### src/design/rbt_pkg.sv
// Purpose: Shared constants for the registered bus transceiver
// Assumes: Single 200 MHz system clock, capture clocks sampled as levels
// Notes: Constants only, no logic
`default_nettype none

package rbt_pkg;
  // Section geometry
  localparam int SEC_W = 9;
  localparam int NUM_SEC = 2;
  localparam int BUS_W = SEC_W * NUM_SEC;
  // Capture log word: one capture-edge flag per clock input, then both buses
  localparam int EVT_W = 2 * NUM_SEC;
  localparam int LOG_W = EVT_W + 2 * BUS_W;
  localparam int LOG_EVT_LSB = 2 * BUS_W;
  localparam int LOG_B_LSB = BUS_W;
  localparam int LOG_A_LSB = 0;
  localparam int LOG_DEPTH = 8;
  // Reset values of held state
  localparam logic [SEC_W-1:0] STORE_RST = 9'h000;
  localparam logic [BUS_W-1:0] SNAP_RST = 18'h00000;
  localparam int CLK_PERIOD_NS = 5;
  // Direction encoding
  typedef enum logic [0:0]
  {
    RBT_DIR_B_TO_A = 1'b0,
    RBT_DIR_A_TO_B = 1'b1
  } rbt_dir_t;
endpackage

`default_nettype wire

### src/design/rbt_fifo.sv
// Purpose: Small synchronous FIFO with valid/ready on both sides
// Assumes: One clock, asynchronous active-high reset
// Notes: Read data comes from storage flops; full and empty are exact
`default_nettype none

module rbt_fifo #(
  parameter int W = 8,
  parameter int DEPTH = 8
) (
  input wire logic clk_i,
  input wire logic sys_rst_i,
  input wire logic in_valid_i,
  output logic in_ready_o,
  input wire logic [W-1:0] in_data_i,
  output logic out_valid_o,
  input wire logic out_ready_i,
  output logic [W-1:0] out_data_o
);
  localparam int AW = (DEPTH > 1) ? $clog2(DEPTH) : 1;
  localparam logic [AW:0] FULL_CNT = (AW + 1)'(DEPTH);
  localparam logic [AW-1:0] LAST_IDX = AW'(DEPTH - 1);

  logic [W-1:0] mem [DEPTH];
  logic [AW-1:0] wr_ptr;
  logic [AW-1:0] rd_ptr;
  logic [AW:0] count;
  logic do_push;
  logic do_pop;

  // Handshakes are combinational so back-pressure reaches the source at once
  assign in_ready_o = (count != FULL_CNT);
  assign out_valid_o = (count != '0);
  assign do_push = in_valid_i && in_ready_o;
  assign do_pop = out_valid_o && out_ready_i;
  assign out_data_o = mem[rd_ptr];

  // Storage array, no reset needed on data
  always_ff @(posedge clk_i)
  begin
    if (do_push)
    begin
      mem[wr_ptr] <= in_data_i;
    end
  end

  // Pointers wrap at DEPTH, which need not be a power of two
  always_ff @(posedge clk_i or posedge sys_rst_i)
  begin
    if (sys_rst_i)
    begin
      wr_ptr <= '0;
      rd_ptr <= '0;
    end
    else
    begin
      if (do_push)
      begin
        wr_ptr <= (wr_ptr == LAST_IDX) ? '0 : wr_ptr + 1'b1;
      end
      if (do_pop)
      begin
        rd_ptr <= (rd_ptr == LAST_IDX) ? '0 : rd_ptr + 1'b1;
      end
    end
  end

  // Occupancy
  always_ff @(posedge clk_i or posedge sys_rst_i)
  begin
    if (sys_rst_i)
    begin
      count <= '0;
    end
    else if (do_push && !do_pop)
    begin
      count <= count + 1'b1;
    end
    else if (do_pop && !do_push)
    begin
      count <= count - 1'b1;
    end
  end
endmodule // rbt_fifo

`default_nettype wire

### src/design/rbt_edge.sv
// Purpose: Rising-edge detector for capture clock levels
// Assumes: Input is synchronous to clk_i
// Notes: Reset state is high so a level already high at release is no edge
`default_nettype none

module rbt_edge #(
  parameter int N = 1
) (
  input wire logic clk_i,
  input wire logic sys_rst_i,
  input wire logic [N-1:0] level_i,
  output logic [N-1:0] rise_o
);
  logic [N-1:0] prev;

  // Previous level; starting high avoids a false edge after reset
  always_ff @(posedge clk_i or posedge sys_rst_i)
  begin
    if (sys_rst_i)
    begin
      prev <= '1;
    end
    else
    begin
      prev <= level_i;
    end
  end

  assign rise_o = level_i & ~prev;
endmodule // rbt_edge

`default_nettype wire

### src/design/rbt_top.sv
// Purpose: Normal-mode datapath of a two-section registered bus transceiver
// Assumes: All control and pin inputs synchronous to clk_i (200 MHz)
// Notes: Pins are split into input, output and enable; the bench resolves wires
//        Pin outputs are combinational, since transparent transfer allows no flop
//        Storage resets to zero; the pins themselves define no reset value
//        Capture clocks are sampled levels and must stay low one cycle between edges
//        Sections share the clock, reset, test mode, snapshot request and capture log
//
// Notes on behaviour
// - Enable low: drive B from A when direction high, A from B when low.
// - Enable high: both ports released; stored values hold without capture edges.
// - Rising A capture clock loads A port value into A storage.
// - B select low: B outputs follow live A inputs combinationally.
// - B select high: B outputs show A storage contents.
// - B capture clock and A select mirror their A-side counterparts.
// - Two independent 9-bit sections, each with its own controls.
// - Capture never gated by enable or direction; driven pins still stored.
// - A select high while driving A: A shows B storage, not live B.
// - Test mode inhibits transceiver and storage; test logic owns pins.
// - Sampling pins in normal mode leaves the transceiver undisturbed.
`default_nettype none

module rbt_top #(
  parameter int SEC_W = rbt_pkg::SEC_W,
  parameter int NUM_SEC = rbt_pkg::NUM_SEC,
  parameter int LOG_DEPTH = rbt_pkg::LOG_DEPTH
) (
  input wire logic clk_i,
  input wire logic sys_rst_i,
  // Per-section controls
  input wire logic [NUM_SEC-1:0] oe_n_i,
  input wire logic [NUM_SEC-1:0] dir_i,
  input wire logic [NUM_SEC-1:0] a_capture_clock_i,
  input wire logic [NUM_SEC-1:0] b_capture_clock_i,
  input wire logic [NUM_SEC-1:0] b_side_source_select_i,
  input wire logic [NUM_SEC-1:0] a_side_source_select_i,
  // A port pins
  input wire logic [SEC_W*NUM_SEC-1:0] a_in_i,
  output logic [SEC_W*NUM_SEC-1:0] a_out_o,
  output logic [SEC_W*NUM_SEC-1:0] a_oe_o,
  // B port pins
  input wire logic [SEC_W*NUM_SEC-1:0] b_in_i,
  output logic [SEC_W*NUM_SEC-1:0] b_out_o,
  output logic [SEC_W*NUM_SEC-1:0] b_oe_o,
  // Test mode takeover and pin snapshot
  input wire logic test_mode_i,
  input wire logic [SEC_W*NUM_SEC-1:0] test_a_out_i,
  input wire logic [SEC_W*NUM_SEC-1:0] test_a_oe_i,
  input wire logic [SEC_W*NUM_SEC-1:0] test_b_out_i,
  input wire logic [SEC_W*NUM_SEC-1:0] test_b_oe_i,
  input wire logic sample_i,
  output logic [SEC_W*NUM_SEC-1:0] sample_a_o,
  output logic [SEC_W*NUM_SEC-1:0] sample_b_o,
  output logic sample_valid_o,
  // Capture log stream
  output logic log_valid_o,
  input wire logic log_ready_i,
  output logic [2*NUM_SEC+2*SEC_W*NUM_SEC-1:0] log_data_o,
  output logic log_accept_o,
  output logic log_drop_o,
  // Stored values, visible for observation
  output logic [SEC_W*NUM_SEC-1:0] a_store_o,
  output logic [SEC_W*NUM_SEC-1:0] b_store_o
);
  // Derived widths, equal to the package's when defaults are used
  localparam int BUS_W = SEC_W * NUM_SEC;
  localparam int EVT_W = 2 * NUM_SEC;
  localparam int LOG_W = EVT_W + 2 * BUS_W;

  // Capture edges before and after the test-mode gate
  logic [NUM_SEC-1:0] a_rise;
  logic [NUM_SEC-1:0] b_rise;
  logic [NUM_SEC-1:0] a_cap;
  logic [NUM_SEC-1:0] b_cap;

  // Port ownership per section
  logic [NUM_SEC-1:0] drive_a;
  logic [NUM_SEC-1:0] drive_b;

  // Normal-mode pin values and enables
  logic [BUS_W-1:0] norm_a_out;
  logic [BUS_W-1:0] norm_b_out;
  logic [BUS_W-1:0] norm_a_oe;
  logic [BUS_W-1:0] norm_b_oe;

  // Capture log fill side
  logic [LOG_W-1:0] log_word;
  logic log_push;
  logic log_in_ready;

  // Selects stored or live data for one section's driven port
  // A plain mux, so a select change reaches the pins in the same cycle
  function automatic logic [SEC_W-1:0] pick_source(
    input logic use_store,
    input logic [SEC_W-1:0] stored,
    input logic [SEC_W-1:0] live
  );
    pick_source = use_store ? stored : live;
  endfunction

  // Which port, if any, a section drives in normal mode
  // Both ports of one section can never be driven at once
  function automatic logic drives_port(
    input logic oe_n,
    input logic dir,
    input logic toward_b
  );
    drives_port = !oe_n && (dir == (toward_b ? rbt_pkg::RBT_DIR_A_TO_B
                                             : rbt_pkg::RBT_DIR_B_TO_A));
  endfunction

  // Capture edges, one detector for each clock group
  // Detectors keep tracking in test mode, so leaving it gives no false edge
  rbt_edge #(
    .N(NUM_SEC)
  ) u_a_edge (
    .clk_i(clk_i),
    .sys_rst_i(sys_rst_i),
    .level_i(a_capture_clock_i),
    .rise_o(a_rise)
  );

  // B capture clocks
  rbt_edge #(
    .N(NUM_SEC)
  ) u_b_edge (
    .clk_i(clk_i),
    .sys_rst_i(sys_rst_i),
    .level_i(b_capture_clock_i),
    .rise_o(b_rise)
  );

  // Test mode blocks storage; enable and direction never gate capture
  // Gating after the detector keeps edge history exact across test mode
  assign a_cap = test_mode_i ? '0 : a_rise;
  assign b_cap = test_mode_i ? '0 : b_rise;

  // One independent slice per section
  genvar s;
  generate
    for (s = 0; s < NUM_SEC; s++)
    begin : g_sec
      logic [SEC_W-1:0] a_store;
      logic [SEC_W-1:0] b_store;
      logic [SEC_W-1:0] a_live;
      logic [SEC_W-1:0] b_live;

      // Live pin levels of this section
      assign a_live = a_in_i[s*SEC_W +: SEC_W];
      assign b_live = b_in_i[s*SEC_W +: SEC_W];

      // A storage: loads the A pins on each capture edge, else holds
      // A pin this section drives itself is stored as well
      always_ff @(posedge clk_i or posedge sys_rst_i)
      begin
        if (sys_rst_i)
        begin
          a_store <= rbt_pkg::STORE_RST;
        end
        else if (a_cap[s])
        begin
          a_store <= a_live;
        end
      end

      // B storage mirrors the A side
      // Same capture rule, fed from the B pins
      always_ff @(posedge clk_i or posedge sys_rst_i)
      begin
        if (sys_rst_i)
        begin
          b_store <= rbt_pkg::STORE_RST;
        end
        else if (b_cap[s])
        begin
          b_store <= b_live;
        end
      end

      // Port ownership from this section's own enable and direction
      assign drive_b[s] = drives_port(oe_n_i[s], dir_i[s], 1'b1);
      assign drive_a[s] = drives_port(oe_n_i[s], dir_i[s], 1'b0);

      // Transparent or registered source for each port
      // Each direction has its own select, so live and stored may mix
      assign norm_b_out[s*SEC_W +: SEC_W] =
        pick_source(b_side_source_select_i[s], a_store, a_live);
      assign norm_a_out[s*SEC_W +: SEC_W] =
        pick_source(a_side_source_select_i[s], b_store, b_live);

      // Released port gets no enable, so both buses isolate when off
      // Enables are spread to every bit of the section
      assign norm_b_oe[s*SEC_W +: SEC_W] = {SEC_W{drive_b[s]}};
      assign norm_a_oe[s*SEC_W +: SEC_W] = {SEC_W{drive_a[s]}};

      // Storage made visible for observation
      assign a_store_o[s*SEC_W +: SEC_W] = a_store;
      assign b_store_o[s*SEC_W +: SEC_W] = b_store;
    end
  endgenerate

  // A pin drivers; test mode hands them to the scan side
  always_comb
  begin
    if (test_mode_i)
    begin
      a_out_o = test_a_out_i;
      a_oe_o = test_a_oe_i;
    end
    else
    begin
      a_out_o = norm_a_out;
      a_oe_o = norm_a_oe;
    end
  end

  // B pin drivers; kept apart so each port's mux stands alone
  always_comb
  begin
    if (test_mode_i)
    begin
      b_out_o = test_b_out_i;
      b_oe_o = test_b_oe_i;
    end
    else
    begin
      b_out_o = norm_b_out;
      b_oe_o = norm_b_oe;
    end
  end

  // Pin snapshot; only observes, so normal datapath is untouched
  // Takes pin levels whoever drives them
  always_ff @(posedge clk_i or posedge sys_rst_i)
  begin
    if (sys_rst_i)
    begin
      sample_a_o <= rbt_pkg::SNAP_RST;
      sample_b_o <= rbt_pkg::SNAP_RST;
    end
    else if (sample_i)
    begin
      sample_a_o <= a_in_i;
      sample_b_o <= b_in_i;
    end
  end

  // Snapshot valid pulse, one cycle after the request
  // Valid follows the request whether or not the pins changed
  always_ff @(posedge clk_i or posedge sys_rst_i)
  begin
    if (sys_rst_i)
    begin
      sample_valid_o <= 1'b0;
    end
    else
    begin
      sample_valid_o <= sample_i;
    end
  end

  // Capture log word: edge flags, then B pins, then A pins
  // Pins are logged as seen at the edge, so driven ports show own drive
  assign log_word = {b_cap, a_cap, b_in_i, a_in_i};

  // One word per cycle covers every edge that fell in it
  assign log_push = (a_cap != '0) || (b_cap != '0);

  // Fill-side ready shown so a consumer can see when drops begin
  assign log_accept_o = log_in_ready;

  // Log copy of every capture; a full log drops entries, storage never waits
  // Overflow never stalls capture, which matters more than the log
  rbt_fifo #(
    .W(LOG_W),
    .DEPTH(LOG_DEPTH)
  ) u_log (
    .clk_i(clk_i),
    .sys_rst_i(sys_rst_i),
    .in_valid_i(log_push),
    .in_ready_o(log_in_ready),
    .in_data_i(log_word),
    .out_valid_o(log_valid_o),
    .out_ready_i(log_ready_i),
    .out_data_o(log_data_o)
  );

  // Sticky drop flag, cleared only by reset
  // Sticky so a slow consumer still learns that words were lost
  always_ff @(posedge clk_i or posedge sys_rst_i)
  begin
    if (sys_rst_i)
    begin
      log_drop_o <= 1'b0;
    end
    else if (log_push && !log_in_ready)
    begin
      log_drop_o <= 1'b1;
    end
  end
endmodule // rbt_top

`default_nettype wire

### config.mk
export PLATFORM = sky130hd
export DESIGN_NAME = rbt_top
export DESIGN_NICKNAME = d
export VERILOG_FILES = /design/src/design/rbt_pkg.sv /design/src/design/rbt_fifo.sv /design/src/design/rbt_edge.sv /design/src/design/rbt_top.sv
export SDC_FILE = /design/constraint.sdc
export NUM_CORES = 1
export LEC_CHECK = 0
export ABC_AREA = 1
export BUFFER_PORTS_ARGS = -buffer_cell sky130_fd_sc_hd__buf_2
export CORE_MARGIN = 8
export CORE_UTILIZATION = 52
export CTS_BUF_LIST = sky130_fd_sc_hd__clkbuf_2
export CTS_CLUSTER_DIAMETER = 40
export CTS_CLUSTER_SIZE = 10
export DETAILED_ROUTE_END_ITERATION = 8
export PLACE_DENSITY = 0.78
export RECOVER_POWER = 25
export SLEW_MARGIN = 30
export SYNTH_ARGS = -nofsm -noshare
export SYNTH_HDL_FRONTEND = slang
export SYNTH_SLANG_ARGS = --single-unit
### constraint.sdc
create_clock -name clk_i -period 3.1 [get_ports clk_i]
set_input_delay 0.62 -clock clk_i [delete_from_list [all_inputs] [get_ports clk_i]]
set_output_delay 0.62 -clock clk_i [all_outputs]
set_load 0.03 [all_outputs]
Yosys cells after proc, flatten, opt, wreduce, memory -nomap -nowiden
Memory sizes are Yosys's and may differ from the RTL's.
Index checks and enable logic that the tools add are counted.
{ "word_totals": {"out_inout_bits": 188, "memories": 1, "reg_bits": 88, "wordCells": 62, "ramBits": 320, "input_bits": 125} }
{ "classes": {"n_reduce_logical": 19, "n_mux": 16, "add_sub_neg": 4, "n_eq_ne": 3, "n_bitwise": 6} }
{ "memory_table": {"columns": ["memory", "depth", "width", "rd", "rd_ports_with_merged_regs", "wr", "line_no", "source"], "rows": [
  ["u_log.mem", 8, 40, 1, 0, 1, "rbt_fifo.sv:23", "logic [W-1:0] mem [DEPTH];"]
]} }
{ "op_table": {"columns": ["cell", "n"], "rows": [
  ["2-to-1 mux 18 bit", 4],
  ["2-to-1 mux 9 bit", 4],
  ["logical AND 1 bit", 9],
  ["2-to-1 mux 4 bit", 2],
  ["adder 3 x 1 -> 3 bit, second input constant", 2],
  ["equality test 3 bit, second input constant", 2],
  ["2-to-1 mux 3 bit", 2],
  ["nonzero test 2 bit", 3],
  ["logical NOT 1 bit", 5],
  ["adder 4 x 1 -> 4 bit, second input constant", 1],
  ["AND 2 bit", 2],
  ["2-to-1 mux 2 bit", 2],
  ["inequality test 4 bit, second input constant", 1],
  ["NOT 2 bit", 2],
  ["nonzero test 4 bit", 1],
  ["subtractor 4 x 1 -> 4 bit, second input constant", 1],
  ["2-to-1 mux 1 bit", 2],
  ["NOT 1 bit", 2],
  ["logical OR 1 bit", 1]
]} }

Depth between registers and ports, before layout
{ "depth": {"word_depth": 10, "mapped_depth": 16, "depth_no_buf": 14} }

Modules after synthesis
From an unflattened synthesis, not the netlist that was laid out.
{ "unflattened": {"hier_cells": 2003, "area_unflattened_um2": 18753.0} }
{ "modules_own_cells": {"columns": ["mod", "cells_each", "area_per_inst_um2", "instances"], "rows": [
  ["rbt_fifo", 1470, 14392.6, 1],
  ["rbt_top", 519, 4207.8, 1],
  ["rbt_edge", 7, 76.3, 2]
]} }

Worst setup path after synthesis
Ideal clock, no wire load.
{ "synth_timing": {"path_kind": "input -> register", "start": "in b_capture_clock_i[1]", "end": "mem u_log.mem[0][0] in the netlist's numbering (enable)", "stages": 8, "t_arrival_ns": 2.934, "path_slack_ns": -0.272, "setup_ns": 0.438, "cell_sequence": "inv_1 nor2_1 nand2_1 buf_4 nand2_2 o21ai_2 buf_6 nor2_1"} }
{ "synth_via": {"elab_chain_len": 7} }
{ "synth_lines": {"columns": ["item", "line_no", "source"], "rows": [
  ["start, declared", "rbt_top.sv:34", "input wire logic [NUM_SEC-1:0] b_capture_clock_i,"],
  ["AND 2 bit", "rbt_edge.sv:29", "assign rise_o = level_i & ~prev;"],
  ["2-to-1 mux 2 bit", "rbt_top.sv:136", "assign b_cap = test_mode_i ? '0 : b_rise;"],
  ["nonzero test 2 bit", "rbt_top.sv:267", "assign log_push = (a_cap != '0) || (b_cap != '0);"],
  ["logical OR 1 bit", "rbt_top.sv:267", null],
  ["logical AND 1 bit", "rbt_fifo.sv:33", "assign do_push = in_valid_i && in_ready_o;"],
  ["2-to-1 mux 1 bit", "rbt_fifo.sv:40", "if (do_push)"],
  ["2-to-1 mux 1 bit (implied by the code)", "rbt_fifo.sv:42", "mem[wr_ptr] <= in_data_i;"],
  ["end, declared", "rbt_fifo.sv:23", null]
]} }
No other way between the ends.

Worst setup path in the final report
{ "layout_timing": {"start": "reg u_log.rd_ptr[0]", "end": "out log_data_o[38]"} }
{ "layout_via": {"elab_chain_len": 1} }
{ "layout_lines": {"columns": ["item", "line_no", "source"], "rows": [
  ["start, declared", "rbt_fifo.sv:25", "logic [AW-1:0] rd_ptr;"],
  ["start signal, assigned", "rbt_fifo.sv:62", "rd_ptr <= (rd_ptr == LAST_IDX) ? '0 : rd_ptr + 1'b1;"],
  ["memory (8 x 40 bit)", null, null],
  ["end, declared", "rbt_top.sv:58", "output logic [2*NUM_SEC+2*SEC_W*NUM_SEC-1:0] log_data_o,"]
]} }
No other way between the ends.

==> reports/qor.yml <==
place_inst: 2261
avgSynthCellArea_um2: 10.9
outcome: "finished with violations"
r2r_slack_ns: 0.92
met2RoutedLength_mm: 24.5
cp_max_fo: 17
clk_path_buf_depth: 3
antenna_found_initial: 1
syn2layout_area_growth_pct: 23.6
hp-class: "primary input to register"
synth_cells: 1573
ys_ff_latch: 408
whs_path_depth: 6
hold_viol: 0
wl_met1_mm: 19.8
gp_congestion: 0.890
leakage_nw: 8.53
htree_levels: 2
critPathBufInv: 3
yosysWarnings: 0
worstPathCellList: "buf_4 -> buf_12 -> nor2_2 -> nor2_1 -> o21ai_1 -> o21ai_1 -> nand2_1 -> nand2_2 -> buf_6"
worst_path_dominant_cell_family: "flip-flops"
cts-root-buf: "clkbuf_2"
grt_pass1_wl_mm: 75.4
end_kind: "output port"
p_int_mw: 10.9
drv_cap: 1
grt_setup_unrepaired: "true"
cts_sinks: 408
ant_nets: 0
grt_pass1_vias: 13600
die_area_mm2: 0.0390
start_util_pct: 52.7
drt-total-wl_mm: 50.7
period_share_pct: 99.3
crit_path_frequent_cell: "o21ai_1"
maxSlewHeadroom_pct: -11.2
avgViaCountPerCell: 5.58
path_clk_slew_ns: 0.16
post-route-min-period_ns: 3.08
io_buffer_count: 312
p_switching_mw: 7.71
synth_most_common_cell: "edfxtp_1"
synthTopCellsByArea: "edfxtp_1, dfrtp_1, o21ai_0"
cts_tree: "yes"
synth_area_mm2: 0.0171
clockPowerShare_pct: 15.4
grt_overflow: 0
grt_max_degree: 72
firstDrtPassIters: 5
detail_route.wl_per_cell_um: 20.9
peakVddDrop_mv: 0.506
rr_worst_depth: 11
dr.first_iter.drc_count: 1254
cp-start-kind: "register"
violations: "capacitance limit, slew limit"
die_h_um: 197
tightestPinTransition_ns: 1.67
coreArea_mm2: 0.0325
synth_top_area_share_pct: 56.2
cts_buffers: 52
r2r-start: "u_log.count[1]$_DFFE_PP0P_"
synth_edf_count: 320
fin_cells: 2431
place_hpwl_mm: 30.8
pwr-share-comb_pct: 47.2
critPathKind: "register to output port"
utilization_pct: 65.2
whs_ns: 0.320
hold_path_end: "log_drop_o$_DFFE_PP0P_"
seq_area_frac_synth_pct: 69.1
maxSlewViolCount: 30
tns_ns: 0
fin_skew_ns: 0.0455
fmax_mhz: 325
top_layer_used: "met4"
finish.net_count: 2076
setup_viol: 0
clk_latency_ns: 0.89
ys_top_cells_by_count: "edfxtp_1, nor2_1, nand2_1"
drive_gt1_share_pct: 24.9
yosysTopAreaCell: "edfxtp_1"
drc: 0
num_vias: 13600
worstPathRequired_ns: 2.48
switching_share_pct: 41.5
ys_async_sr_fraction_pct: 21.6
io_pins: 313
dr_wl_met3_mm: 5.17
die_w_um: 197
slowest_delay_ns: 0.54
r2r_end: "u_log.count[3]$_DFFE_PP0P_"
p_per_area_mw_per_mm2: 879
min-delay-start: "test_mode_i"
slowest_stage: "dfrtp_4"
cp.arrival_ns: 2.46
synth_ff_type: "edfxtp_1"
rows: 66
yosysUniqueCellTypes: 26
grtUsageTotal_pct: 24.9
p_seq_share_pct: 37.5
syn_nets: 1706
==> cell usage in the layout, fill, tap and decap left out, types with 2 or more instances in the layout <==
master	count
inv_6	3
edfxtp_1	320
xnor2_1	3
nor2_4	9
buf_2	233
dfrtp_4	2
dlygate4sd3_1	42
buf_12	19
a21oi_1	39
clkbuf_16	8
nor2_1	263
o21ai_0	182
buf_16	9
inv_1	52
dfstp_2	4
buf_6	27
clkinv_1	6
nand2_2	19
o21ai_1	95
clkinv_4	2
inv_8	2
ha_1	7
clkbuf_2	82
o211ai_1	36
dfrtp_1	81
clkbuf_1	39
nand2_1	274
buf_4	33
diode_2	2
o21a_1	36
nor2_2	28
inv_2	4
nand3_1	14
bufinv_16	4
==> layout make-up <==
type	count	area, µm²
Multi-Input combinational cell	1010	4770
Antenna cell	2	5.00
Sequential cell	408	11800
Timing Repair inverter	3	31.3
Fill cell	2473	11300
Clock inverter	17	189
Timing Repair Buffer	412	3130
Tap cell	442	553
Inverter	56	241
Clock buffer	81	405
==> registers in the layout (all words and copies together), names as in the netlist <==
name,count
u_a_edge.prev,2
sample_a_o,18
g_sec.a_store,18
u_log.wr_ptr,3
u_b_edge.prev,2
u_log.count,4
u_log.rd_ptr,3
sample_valid_o,1
g_sec.b_store,18
log_drop_o,1
sample_b_o,18
u_log.mem,320
==> power groups by stage <==
stage / Clock [mW] / Sequential [mW] / Combinational [mW]
2_1_floorplan: 0 / 7.23 / 4.48
3_3_place_gp: 0 / 7.16 / 6.56
3_5_place_dp: 0 / 7.20 / 6.71
4_1_cts: 2.91 / 6.93 / 7.94
5_1_grt: 3.13 / 7.02 / 9.41
6_report: 2.85 / 6.96 / 8.77
==> routing by layer <==
metal	vias up	GRT usage, %
li1	6172	-
met1	6496	32.1
met2	798	41.5
met3	88	5.45
met4	0	8.25
met5	-	0
==> metrics by stage <==
step           setup WS [ns]  power (mW)  area, µm²
2_1_floorplan         -0.272        11.7      17100
3_3_place_gp           0.557        13.7      19300
3_5_place_dp           0.554        13.9      19300
4_1_cts             -0.00761        17.8      20700
5_1_grt              -0.0853        19.6      21100
6_report              0.0231        18.6      21100
==> worst min-delay path, stage by stage <==
cell and delay, ns:
buf_2 0.13, inv_2 0.07, nand2_1 0.08, nand2_2 0.09, nor2_1 0.05, o21bai_1 0.11
==> cell families (layout without fill, tap and decap cells) <==
family                     after synthesis  after routing  synth area share, %
AOI/OAI and AO/OA                      390            390                 12.5
xor gates and xnor gates                 3              3                0.154
adders and majority gates                8              8                0.629
buffers and inverters                  155            569                 4.11
DFF                                    408            408                 69.1
other                                    0              2                    0
and+or+nand+nor                        609            609                 13.5
==> timing repair <==
action,CTS,global route
gates cloned,7,9
hold buffers,41,1
buffers inserted,12,0
setup endpoints to repair,40,40
hold endpoints to repair,328,3
gates resized for setup,77,127
pin swaps,0,4
==> worst max-delay path by stage <==
stage / from / to / slack, ns / depth (start not counted)
2_1_floorplan: b_capture_clock_i[1] / u_log.mem[0][0]$_DFFE_PP_ / -0.27 / 8
3_3_place_gp: u_log.rd_ptr[0]$_DFFE_PP0P_ / log_data_o[36] / 0.56 / 7
3_5_place_dp: u_log.rd_ptr[0]$_DFFE_PP0P_ / log_data_o[17] / 0.55 / 7
4_1_cts: u_log.rd_ptr[0]$_DFFE_PP0P_ / log_data_o[36] / -0.008 / 8
5_1_grt: u_log.rd_ptr[0]$_DFFE_PP0P_ / log_data_o[38] / -0.09 / 9
6_report: u_log.rd_ptr[0]$_DFFE_PP0P_ / log_data_o[38] / 0.02 / 9
(Power assumes the default switching activity.)
